## src/verilog/pdc_pkg.sv

```systemverilog
// Shared constants for the second-stage loop divider control block
package pdc_pkg;
  // Wishbone geometry
  localparam int unsigned ADR_W  = 12;
  localparam int unsigned DAT_W  = 32;
  localparam int unsigned SEL_W  = 4;
  localparam int unsigned IDX_LO = 2;
  localparam int unsigned IDX_W  = ADR_W - IDX_LO;
  localparam int unsigned REG_W  = 8;

  // Register indices; byte address is four times the index
  localparam logic [IDX_W-1:0] IDX_LOOP_FILTER_LOW    = 10'h205;
  localparam logic [IDX_W-1:0] IDX_ZERO_BYPASS        = 10'h206;
  localparam logic [IDX_W-1:0] IDX_REF_PREDIV         = 10'h207;
  localparam logic [IDX_W-1:0] IDX_FB_RATIO           = 10'h208;
  localparam logic [IDX_W-1:0] IDX_FB_PHASE_PD        = 10'h209;
  localparam logic [IDX_W-1:0] IDX_STATUS             = 10'h20a;

  // Field layout
  localparam int unsigned REF_DIV_W   = 5;
  localparam int unsigned FB_DIV_W    = 8;
  localparam int unsigned FB_PHASE_W  = 6;
  localparam int unsigned FB_PD_BIT   = 6;
  localparam int unsigned BYPASS_BIT  = 0;
  localparam int unsigned LF_WORD_W   = REG_W + 1;
  // Feedback counter runs in half periods of its input clock
  localparam int unsigned FB_CNT_W    = FB_DIV_W + 1;

  // Reset values
  localparam logic [REG_W-1:0]     RST_LOOP_FILTER_LOW = 8'h00;
  localparam logic                 RST_ZERO_BYPASS     = 1'b0;
  localparam logic [REF_DIV_W-1:0] RST_REF_PREDIV      = 5'h01;
  localparam logic [FB_DIV_W-1:0]  RST_FB_RATIO        = 8'h00;
  localparam logic [FB_PHASE_W-1:0] RST_FB_PHASE       = 6'h00;
  localparam logic                 RST_FB_PD           = 1'b0;

  // Largest ratio code that still divides by one
  localparam logic [REF_DIV_W-1:0] REF_MIN_CODE = 5'h01;
  localparam logic [DAT_W-1:0]     DAT_ZERO     = 32'h0000_0000;
endpackage

```

## src/verilog/pdc_div_if.sv

```systemverilog
// Control and result bundle between the block and one divider counter
`timescale 1ns/1ps
interface pdc_div_if #(
  parameter int unsigned W = 8
);
  logic         step;
  logic         hold;
  logic         load;
  logic [W-1:0] top;
  logic [W-1:0] load_val;
  logic [W-1:0] cnt;
  logic         wrap;

  modport ctl (output step, hold, load, top, load_val, input cnt, wrap);
  modport div (input step, hold, load, top, load_val, output cnt, wrap);
endinterface

```

## src/verilog/pdc_div_counter.sv

```systemverilog
// Programmable modulo counter with phase load and power-down hold
`timescale 1ns/1ps
module pdc_div_counter #(
  parameter int unsigned W = 8
) (
  // Clock and reset
  input  wire logic i_clk_sys,
  input  wire logic i_rst,
  // Divider bundle
  pdc_div_if.div    dv
);
  always_ff @(posedge i_clk_sys) begin
    if (i_rst || dv.hold) begin
      dv.cnt <= '0;
    end else if (dv.load) begin
      dv.cnt <= dv.load_val;
    end else if (dv.step) begin
      // Wrap on >= so a top lowered mid-count cannot run away
      if (dv.cnt >= dv.top) begin
        dv.cnt <= '0;
      end else begin
        dv.cnt <= dv.cnt + W'(1);
      end
    end
  end

  always_ff @(posedge i_clk_sys) begin
    if (i_rst || dv.hold || dv.load) begin
      dv.wrap <= 1'b0;
    end else begin
      dv.wrap <= dv.step && (dv.cnt >= dv.top);
    end
  end

  a_cnt_wraps_top: assert property (@(posedge i_clk_sys) disable iff (i_rst)
    dv.step && !dv.hold && !dv.load && dv.cnt >= dv.top |=> dv.wrap && dv.cnt == '0)
    else $error("counter did not wrap at top");
  a_hold_clears_cnt: assert property (@(posedge i_clk_sys) disable iff (i_rst)
    dv.hold [*2] |-> dv.cnt == '0 && !dv.wrap)
    else $error("held counter not cleared");
endmodule

```

## src/verilog/pdc_ctrl.sv

```systemverilog
// Wishbone register file and divider control for the second-stage loop
//
// Our own choice: register access over Wishbone.
`timescale 1ns/1ps
module pdc_ctrl (
  // Clock and reset
  input  wire logic                          i_clk_sys,
  input  wire logic                          i_rst,
  // Wishbone slave
  input  wire logic                          i_wb_cyc,
  input  wire logic                          i_wb_stb,
  input  wire logic                          i_wb_we,
  input  wire logic [pdc_pkg::ADR_W-1:0]     i_wb_adr,
  input  wire logic [pdc_pkg::DAT_W-1:0]     i_wb_dat,
  input  wire logic [pdc_pkg::SEL_W-1:0]     i_wb_sel,
  output logic                               o_wb_ack,
  output logic [pdc_pkg::DAT_W-1:0]          o_wb_dat,
  // Divider inputs
  input  wire logic                          i_ref_edge,
  input  wire logic                          i_vco_edge,
  input  wire logic                          i_sync,
  // Divider outputs
  output logic                               o_ref_div_pulse,
  output logic                               o_fb_div_pulse,
  output logic                               o_fb_powered_down,
  // Loop filter
  output logic                               o_loop_zero_bypass,
  output logic [pdc_pkg::LF_WORD_W-1:0]      o_loop_filter_word
);
  import pdc_pkg::*;

  logic [REG_W-1:0]      loop_filter_low;
  logic                  zero_bypass;
  logic [REF_DIV_W-1:0]  ref_prediv;
  logic [FB_DIV_W-1:0]   fb_ratio;
  logic [FB_PHASE_W-1:0] fb_phase;
  logic                  fb_pd;
  logic                  wb_access;
  logic                  wb_write;
  logic                  wb_read;
  logic [IDX_W-1:0]      wb_idx;
  logic [DAT_W-1:0]      next_rd_dat;

  pdc_div_if #(.W(REF_DIV_W)) ref_if ();
  pdc_div_if #(.W(FB_CNT_W))  fb_if ();

  function automatic logic reg_hit(input logic [IDX_W-1:0] idx,
                                   input logic [IDX_W-1:0] target);
    reg_hit = (idx == target);
  endfunction

  // Wishbone handshake: one wait state, ack drops the cycle after
  assign wb_access = i_wb_cyc && i_wb_stb && !o_wb_ack;
  assign wb_write  = wb_access && i_wb_we && i_wb_sel[0];
  assign wb_read   = wb_access && !i_wb_we;
  assign wb_idx    = i_wb_adr[ADR_W-1:IDX_LO];

  always_ff @(posedge i_clk_sys) begin
    if (i_rst) begin
      o_wb_ack <= 1'b0;
    end else begin
      o_wb_ack <= wb_access;
    end
  end

  // Write side; only the low byte lane carries register bits
  always_ff @(posedge i_clk_sys) begin
    if (i_rst) begin
      loop_filter_low <= RST_LOOP_FILTER_LOW;
    end else if (wb_write && reg_hit(wb_idx, IDX_LOOP_FILTER_LOW)) begin
      loop_filter_low <= i_wb_dat[REG_W-1:0];
    end
  end

  always_ff @(posedge i_clk_sys) begin
    if (i_rst) begin
      zero_bypass <= RST_ZERO_BYPASS;
    end else if (wb_write && reg_hit(wb_idx, IDX_ZERO_BYPASS)) begin
      zero_bypass <= i_wb_dat[BYPASS_BIT];
    end
  end

  always_ff @(posedge i_clk_sys) begin
    if (i_rst) begin
      ref_prediv <= RST_REF_PREDIV;
    end else if (wb_write && reg_hit(wb_idx, IDX_REF_PREDIV)) begin
      ref_prediv <= i_wb_dat[REF_DIV_W-1:0];
    end
  end

  always_ff @(posedge i_clk_sys) begin
    if (i_rst) begin
      fb_ratio <= RST_FB_RATIO;
    end else if (wb_write && reg_hit(wb_idx, IDX_FB_RATIO)) begin
      fb_ratio <= i_wb_dat[FB_DIV_W-1:0];
    end
  end

  always_ff @(posedge i_clk_sys) begin
    if (i_rst) begin
      fb_phase <= RST_FB_PHASE;
      fb_pd    <= RST_FB_PD;
    end else if (wb_write && reg_hit(wb_idx, IDX_FB_PHASE_PD)) begin
      fb_phase <= i_wb_dat[FB_PHASE_W-1:0];
      fb_pd    <= i_wb_dat[FB_PD_BIT];
    end
  end

  // Read side; reserved bits and unmapped addresses read zero
  always_comb begin
    next_rd_dat = DAT_ZERO;
    case (wb_idx)
      IDX_LOOP_FILTER_LOW: next_rd_dat[REG_W-1:0] = loop_filter_low;
      IDX_ZERO_BYPASS:     next_rd_dat[BYPASS_BIT] = zero_bypass;
      IDX_REF_PREDIV:      next_rd_dat[REF_DIV_W-1:0] = ref_prediv;
      IDX_FB_RATIO:        next_rd_dat[FB_DIV_W-1:0] = fb_ratio;
      IDX_FB_PHASE_PD: begin
        next_rd_dat[FB_PHASE_W-1:0] = fb_phase;
        next_rd_dat[FB_PD_BIT]      = fb_pd;
      end
      IDX_STATUS: begin
        next_rd_dat[0] = !fb_pd;
        next_rd_dat[1] = (ref_prediv <= REF_MIN_CODE);
      end
      default: next_rd_dat = DAT_ZERO;
    endcase
  end

  always_ff @(posedge i_clk_sys) begin
    if (i_rst) begin
      o_wb_dat <= DAT_ZERO;
    end else if (wb_read) begin
      o_wb_dat <= next_rd_dat;
    end
  end

  // Reference pre-divider: codes 0 and 1 both give a top of zero
  assign ref_if.step     = i_ref_edge;
  assign ref_if.hold     = 1'b0;
  assign ref_if.load     = 1'b0;
  assign ref_if.load_val = '0;
  assign ref_if.top      = (ref_prediv <= REF_MIN_CODE) ? '0
                           : ref_prediv - REF_DIV_W'(1);

  // Feedback divider counts both edges, so a period is two steps
  assign fb_if.step     = i_vco_edge;
  assign fb_if.hold     = fb_pd;
  assign fb_if.load     = i_sync;
  assign fb_if.load_val = FB_CNT_W'(fb_phase);
  assign fb_if.top      = {fb_ratio, 1'b1};

  pdc_div_counter #(.W(REF_DIV_W)) u_ref_div (
    .i_clk_sys (i_clk_sys),
    .i_rst     (i_rst),
    .dv        (ref_if.div)
  );

  pdc_div_counter #(.W(FB_CNT_W)) u_fb_div (
    .i_clk_sys (i_clk_sys),
    .i_rst     (i_rst),
    .dv        (fb_if.div)
  );

  assign o_ref_div_pulse   = ref_if.wrap;
  assign o_fb_div_pulse    = fb_if.wrap;
  assign o_fb_powered_down = fb_pd;
  // Hazard: bypass without an external resistor leaves the loop with no zero
  assign o_loop_zero_bypass = zero_bypass;
  assign o_loop_filter_word = {zero_bypass, loop_filter_low};

  a_ref_div_one: assert property (@(posedge i_clk_sys) disable iff (i_rst)
    i_ref_edge && ref_prediv <= REF_MIN_CODE |=> o_ref_div_pulse)
    else $error("pre-divider code 0 or 1 did not divide by one");
  a_ref_div_count: assert property (@(posedge i_clk_sys) disable iff (i_rst)
    i_ref_edge && ref_prediv > REF_MIN_CODE && ref_if.cnt == ref_prediv - REF_DIV_W'(1)
    |=> o_ref_div_pulse)
    else $error("pre-divider wrap at wrong count");
  a_fb_wrap_point: assert property (@(posedge i_clk_sys) disable iff (i_rst)
    i_vco_edge && !fb_pd && !i_sync && fb_if.cnt == {fb_ratio, 1'b1}
    |=> o_fb_div_pulse ##1 !o_fb_div_pulse || i_vco_edge)
    else $error("feedback divider wrap at wrong count");
  a_sync_phase_load: assert property (@(posedge i_clk_sys) disable iff (i_rst)
    i_sync && !fb_pd |=> fb_if.cnt == FB_CNT_W'($past(fb_phase)) && !o_fb_div_pulse)
    else $error("sync did not load the phase");
  a_pd_stops_fb: assert property (@(posedge i_clk_sys) disable iff (i_rst)
    fb_pd |=> !o_fb_div_pulse && fb_if.cnt == '0)
    else $error("powered-down feedback divider still runs");
  a_bypass_write: assert property (@(posedge i_clk_sys) disable iff (i_rst)
    wb_write && reg_hit(wb_idx, IDX_ZERO_BYPASS)
    |=> o_loop_zero_bypass == $past(i_wb_dat[BYPASS_BIT]) && o_wb_ack)
    else $error("bypass write not applied");
  a_lf_word_msb: assert property (@(posedge i_clk_sys) disable iff (i_rst)
    wb_write && reg_hit(wb_idx, IDX_LOOP_FILTER_LOW)
    |=> o_loop_filter_word[REG_W-1:0] == $past(i_wb_dat[REG_W-1:0])
        && $stable(o_loop_filter_word[REG_W]))
    else $error("loop filter low byte write wrong");
  a_reserved_zero: assert property (@(posedge i_clk_sys) disable iff (i_rst)
    wb_access && !i_wb_we && reg_hit(wb_idx, IDX_FB_PHASE_PD)
    |=> o_wb_ack && o_wb_dat[DAT_W-1:FB_PD_BIT+1] == '0)
    else $error("reserved bits read nonzero");
  a_ack_one_cycle: assert property (@(posedge i_clk_sys) disable iff (i_rst)
    o_wb_ack |=> !o_wb_ack)
    else $error("ack held longer than one cycle");

  // Bus answer timing and read data, one register at a time
  a_ack_after_take: assert property (@(posedge i_clk_sys) disable iff (i_rst)
    wb_access |=> o_wb_ack)
    else $error("taken request not acknowledged");
  a_ack_only_taken: assert property (@(posedge i_clk_sys) disable iff (i_rst)
    !wb_access |=> !o_wb_ack)
    else $error("ack without a taken request");
  a_rd_data_holds: assert property (@(posedge i_clk_sys) disable iff (i_rst)
    !wb_read |=> $stable(o_wb_dat))
    else $error("read data changed without a read");
  a_rd_filter_low: assert property (@(posedge i_clk_sys) disable iff (i_rst)
    wb_read && reg_hit(wb_idx, IDX_LOOP_FILTER_LOW)
    |=> o_wb_dat == DAT_W'($past(loop_filter_low)))
    else $error("filter low byte read wrong");
  a_rd_bypass_bit: assert property (@(posedge i_clk_sys) disable iff (i_rst)
    wb_read && reg_hit(wb_idx, IDX_ZERO_BYPASS)
    |=> o_wb_dat == (DAT_W'($past(zero_bypass)) << BYPASS_BIT))
    else $error("bypass register read wrong");
  a_rd_prediv_code: assert property (@(posedge i_clk_sys) disable iff (i_rst)
    wb_read && reg_hit(wb_idx, IDX_REF_PREDIV)
    |=> o_wb_dat == DAT_W'($past(ref_prediv)))
    else $error("pre-divider code read wrong");
  a_rd_fb_ratio: assert property (@(posedge i_clk_sys) disable iff (i_rst)
    wb_read && reg_hit(wb_idx, IDX_FB_RATIO)
    |=> o_wb_dat == DAT_W'($past(fb_ratio)))
    else $error("feedback ratio read wrong");
  a_rd_phase_pd: assert property (@(posedge i_clk_sys) disable iff (i_rst)
    wb_read && reg_hit(wb_idx, IDX_FB_PHASE_PD)
    |=> o_wb_dat[FB_PHASE_W-1:0] == $past(fb_phase) && o_wb_dat[FB_PD_BIT] == $past(fb_pd))
    else $error("phase and power-down read wrong");
  a_rd_status_bits: assert property (@(posedge i_clk_sys) disable iff (i_rst)
    wb_read && reg_hit(wb_idx, IDX_STATUS)
    |=> o_wb_dat[0] == !$past(fb_pd) && o_wb_dat[1] == ($past(ref_prediv) <= REF_MIN_CODE)
        && o_wb_dat[DAT_W-1:2] == '0)
    else $error("status read wrong");
  a_rd_unmapped_zero: assert property (@(posedge i_clk_sys) disable iff (i_rst)
    wb_read && (wb_idx < IDX_LOOP_FILTER_LOW || wb_idx > IDX_STATUS)
    |=> o_wb_dat == DAT_ZERO)
    else $error("unmapped read nonzero");

  // Writes land at the taking edge and nowhere else
  a_prediv_write: assert property (@(posedge i_clk_sys) disable iff (i_rst)
    wb_write && reg_hit(wb_idx, IDX_REF_PREDIV)
    |=> ref_prediv == $past(i_wb_dat[REF_DIV_W-1:0]))
    else $error("pre-divider write not applied");
  a_ratio_write: assert property (@(posedge i_clk_sys) disable iff (i_rst)
    wb_write && reg_hit(wb_idx, IDX_FB_RATIO)
    |=> fb_ratio == $past(i_wb_dat[FB_DIV_W-1:0]))
    else $error("feedback ratio write not applied");
  a_phase_pd_write: assert property (@(posedge i_clk_sys) disable iff (i_rst)
    wb_write && reg_hit(wb_idx, IDX_FB_PHASE_PD)
    |=> fb_phase == $past(i_wb_dat[FB_PHASE_W-1:0])
        && o_fb_powered_down == $past(i_wb_dat[FB_PD_BIT]))
    else $error("phase or power-down write not applied");
  a_lf_word_bypass: assert property (@(posedge i_clk_sys) disable iff (i_rst)
    wb_write && reg_hit(wb_idx, IDX_ZERO_BYPASS)
    |=> o_loop_filter_word[REG_W] == $past(i_wb_dat[BYPASS_BIT]))
    else $error("loop filter word top bit wrong");
  a_no_stray_write: assert property (@(posedge i_clk_sys) disable iff (i_rst)
    !wb_write |=> $stable(loop_filter_low) && $stable(zero_bypass) && $stable(ref_prediv)
        && $stable(fb_ratio) && $stable(fb_phase) && $stable(fb_pd))
    else $error("register changed without a write");

  // Counters move only on input events, except that power-down clears the feedback counter
  a_ref_idle_holds: assert property (@(posedge i_clk_sys) disable iff (i_rst)
    !i_ref_edge |=> $stable(ref_if.cnt) && !o_ref_div_pulse)
    else $error("pre-divider moved without an edge");
  a_ref_step_up: assert property (@(posedge i_clk_sys) disable iff (i_rst)
    i_ref_edge && ref_if.cnt < ref_if.top
    |=> ref_if.cnt == $past(ref_if.cnt) + REF_DIV_W'(1) && !o_ref_div_pulse)
    else $error("pre-divider step wrong");
  a_fb_idle_holds: assert property (@(posedge i_clk_sys) disable iff (i_rst)
    !i_vco_edge && !i_sync && !fb_pd |=> $stable(fb_if.cnt) && !o_fb_div_pulse)
    else $error("feedback divider moved without an edge");
  a_fb_step_up: assert property (@(posedge i_clk_sys) disable iff (i_rst)
    i_vco_edge && !i_sync && !fb_pd && fb_if.cnt < fb_if.top
    |=> fb_if.cnt == $past(fb_if.cnt) + FB_CNT_W'(1) && !o_fb_div_pulse)
    else $error("feedback divider step wrong");
  a_fb_pulse_cause: assert property (@(posedge i_clk_sys) disable iff (i_rst)
    o_fb_div_pulse |-> $past(i_vco_edge) && !$past(fb_pd) && !$past(i_sync))
    else $error("feedback pulse without a counted edge");

  // Reset clears every output
  a_reset_outputs: assert property (@(posedge i_clk_sys)
    i_rst |=> !o_wb_ack && o_wb_dat == DAT_ZERO && !o_ref_div_pulse && !o_fb_div_pulse
        && !o_fb_powered_down && !o_loop_zero_bypass && o_loop_filter_word == '0)
    else $error("outputs not cleared by reset");

  c_sync_load: cover property (@(posedge i_clk_sys) disable iff (i_rst)
    i_sync && !fb_pd && fb_phase != '0);
  c_fb_pulse: cover property (@(posedge i_clk_sys) disable iff (i_rst)
    o_fb_div_pulse && fb_ratio != '0);
  c_ref_pulse: cover property (@(posedge i_clk_sys) disable iff (i_rst)
    o_ref_div_pulse && ref_prediv > REF_MIN_CODE);
  c_bypass_set: cover property (@(posedge i_clk_sys) disable iff (i_rst)
    $rose(o_loop_zero_bypass));
  c_status_read: cover property (@(posedge i_clk_sys) disable iff (i_rst)
    wb_read && reg_hit(wb_idx, IDX_STATUS));
endmodule

```

## config.mk

```make
export PLATFORM = sky130hd
export DESIGN_NAME = pdc_ctrl
export DESIGN_NICKNAME = d
export VERILOG_FILES = /design/src/verilog/pdc_pkg.sv /design/src/verilog/pdc_div_if.sv /design/src/verilog/pdc_div_counter.sv /design/src/verilog/pdc_ctrl.sv
export SDC_FILE = /design/constraint.sdc
export NUM_CORES = 1
export LEC_CHECK = 0
export ABC_CLOCK_PERIOD_IN_PS = 4250
export BUFFER_PORTS_ARGS = -buffer_cell sky130_fd_sc_hd__buf_2
export CAP_MARGIN = 30
export CORE_MARGIN = 2
export CORE_UTILIZATION = 55
export CTS_CLUSTER_DIAMETER = 40
export CTS_CLUSTER_SIZE = 16
export DETAILED_ROUTE_END_ITERATION = 10
export GPL_ROUTABILITY_DRIVEN = 0
export HOLD_SLACK_MARGIN = 0.03
export PLACE_DENSITY = 0.85
export SLEW_MARGIN = 25
export SYNTH_ARGS = -nofsm -noshare
export SYNTH_HDL_FRONTEND = slang
export SYNTH_SLANG_ARGS = --single-unit
```

## constraint.sdc

```tcl
create_clock -name i_clk_sys -period 4.25 [get_ports i_clk_sys]
set_input_delay 0.425 -clock i_clk_sys [delete_from_list [all_inputs] [get_ports i_clk_sys]]
set_output_delay 0.425 -clock i_clk_sys [all_outputs]
set_load 0.02 [all_outputs]
```

==> summary.md <==
| Metric | Value |
|---|---|
| Status | `finished clean` |
| Post-synth top flop | `dfxtp_1` |
| Synth cell count leaders | `54 x dfxtp_1, 44 x nor2_1, 34 x mux2i_1` |
| Met3 usage | `4.55%` |
| Fraction of registers with async set/reset | `0%` |
| Setup Skew | `about 0.01 ns` |
| Pins Over Slew Limit | `0` |
| Hold_buf cts | `0` |
| Initial antenna violation count | `0` |
| #FFs+latches synth | `54` |
| Yosys Warn Count | `0` |
| Detailed Route WL | `6.56 mm` |
| CORE AREA | `5470 um2` |
| GR Overflow Total | `0` |
| Fillcell total | `494` |
| Detail Route Antenna Nets | `0` |
| Post-Syn Area | `between 3000 and 4000 um2` |
| Yosys cell types | `45` |
| Initial Utilization | `~57%` |
| PostCTS Resize Cnt | `0` |
| Clk buf depth | `2` |
| Post-synthesis sequential area ratio | `34.9%` |
| Relative slew slack | `between 50% and 60%` |
| DRC | `0` |
| Setup CP Type | `flop to flop` |
| Period utilization | `65.3%` |
| Most common cell in the netlist | `dfxtp_1` |
| Worst setup EP type | `flop` |
| CTS H-tree lvls | `2` |
| Ports | `102` |
| RSZ-0062 raised after global routing | `no` |
| Met2 Resource Use GR | `37.1%` |
| Hold/Removal Path Class | `input port to flop` |
| # nets final | `467` |
| Mean Syn Cell Area | `8.78 um2` |
| Layout area overhead | `8.80%` |
| Pleak | `about 1.5 nW` |
| Via density | `5.54` |
| Pwr dens | `about 270 nW/um2` |
| CP startpoint kind | `flop` |
| Vias | `2,586` |
| First-pass GRT wire length | `10.6 mm` |
| CTS tree | `done` |
| Die ar. | `6250 um2` |
| Critical Path RT | `4.51 ns` |
| Routing usage on met1 | `26.2%` |
| Final core occ | `61.6%` |
| Pre-antenna DRT Iters | `4` |
| Worst Path Max Fanout | `5` |
| Vias in the first global route | `about 2,300` |
| Cells after Synth | `353` |
| Largest net degree at the start of global routing | `39` |
| DR WL/cell | `14.0 um` |
| N_diodes | `0` |
| # setup viols final | `0` |
| CTS clk-pin slew, worst paths | `0.10 ns` |
| Max-cap violations | `0` |
| Hold Violations, Final | `0` |
| CTS sink cnt | `54` |
| Setup Fix Bufs, Post-CTS | `0` |
| Area of the multi-input gates | `1810 um2` |
| Die Height | `79.1 um` |
| EDFF count, synth | `0` |
| Layout cells sized above 1 | `16.7%` |
| Worst EP arrival | `3.03 ns` |
| Max Freq | `361 MHz` |
| Cell taking the most area after synthesis | `dfxtp_1` |
| Gr busiest metal | `met2` |
| Tightest Pin Transition | `~0.68 ns` |
| Total GRT Usage | `approximately a fifth` |
| Register area | `1080 um2` |
| Clock Tree Root | `clkbuf_8` |
| Largest cells by area after synthesis | `dfxtp_1 35%, mux2i_1 11%, ha_1 6.9%` |
| IO buf count | `48` |
| Worst vdd ir | `between 0.2 and 0.25 mV` |
| Top cell type's share of synthesized area | `34.9%` |
| Clock latency on the worst-skew pair | `0.31 ns` |
| Site Rows | `27` |
| Die width | `79.1 um` |
| Detail Placement HPWL | `4.99 mm` |
| Cts bufs inserted | `5` |
| Total Neg Setup Slack | `0 ns` |
| Initial detailed-routing violation count | `151` |
| Final worst path period need | `roughly 2.8 ns` |
-- flip-flops by register name (all words and copies together) (netlist names) --
| signal | count |
|---|---|
| u_fb_div.dv.wrap | 1 |
| o_wb_ack | 1 |
| ref_prediv | 5 |
| u_fb_div.dv.cnt | 9 |
| loop_filter_low | 8 |
| fb_ratio | 8 |
| fb_phase | 6 |
| o_loop_zero_bypass | 1 |
| u_ref_div.dv.cnt | 5 |
| o_wb_dat | 8 |
| o_fb_powered_down | 1 |
| u_ref_div.dv.wrap | 1 |
-- power breakdown --
part	internal, W	leakage [nW]	switching [W]	total (W)
registers	0.000509	0.436	0.00000265	0.000511
clock network	0.000132	0.0482	0.000165	0.000297
logic	0.0000236	1.05	0.0000637	0.0000873
total	0.000664	1.53	0.000231	0.000895
-- layout by cell type, fill, tap and decap left out, types with 7 or more instances in the layout --
cell and count:
a21oi_1 16, and2_1 7, buf_2 48, conb_1 24, dfxtp_1 54, ha_1 17, inv_1 15, mux2i_1 34
nand2_1 26, nand3_1 7, nor2_1 44, nor3b_1 8, o22ai_1 8, xor2_1 7
-- final cells by class --
cell class,instances,area share [%]
tap,72,2.67
multi-input combinational,270,53.8
sequential,54,32.1
timing repair buffer,48,7.12
clock buffer,7,2.56
clock inverter,1,0.148
inverter,15,1.67
-- per-stage QoR --
step | instance area, um2 | std cells | total power [W] | hold slack (ns) | worst slack (ns)
floorplan | 3190 | 376 | 0.000600 | 0.458 | 1.92
global placement | 3280 | 459 | 0.000608 | 0.434 | 1.52
detailed placement | 3280 | 459 | 0.000609 | 0.448 | 1.52
CTS | 3370 | 467 | 0.000901 | 0.357 | 1.48
global route | 3370 | 467 | 0.000929 | 0.363 | 1.18
finish | 3370 | 467 | 0.000895 | 0.361 | 1.48
-- kinds of logic after synthesis --
kind of cell,synth area share (%)
DFF,34.9
and+or+nand+nor,23.2
AOI/OAI and AO/OA,10.9
other,0.121
xor gates and xnor gates,3.67
adders and majority gates,6.86
buffers and inverters,9.41
muxes,11.0
-- routing by layer --
metal,up-vias,share of wire [%]
li1,1267,-
met4,0,1.4
met2,104,48
met5,-,0
met3,8,7.3
met1,1207,44
-- worst paths after layout --
| kind | startpoint | to | slack, ns | cells after the start |
|---|---|---|---|---|
| max reg2reg | ref_prediv[1]$_SDFFE_PP0P_ | u_ref_div.dv.cnt[0]$_SDFFE_PP0P_ | 1.48 | 10 |
| max | ref_prediv[1]$_SDFFE_PP0P_ | u_ref_div.dv.cnt[0]$_SDFFE_PP0P_ | 1.48 | 10 |
| min | i_wb_dat[7] | loop_filter_low[7]$_SDFFE_PP0P_ | 0.36 | 3 |
| min reg2reg | o_wb_dat[1]$_SDFFE_PP0P_ | o_wb_dat[1]$_SDFFE_PP0P_ | 0.46 | 2 |
-- critical path, cell delays in order (launching register included) --
cell and delay [ns]:
dfxtp_1 0.41, inv_1 0.09, ha_1 0.18, o21ai_0 0.48, and2_1 0.22, ha_1 0.21
nand2b_1 0.13, a21o_1 0.17, a21o_1 0.19, a221oi_1 0.45, and2_1 0.21
No activity file was read; power rests on OpenSTA's default activity.
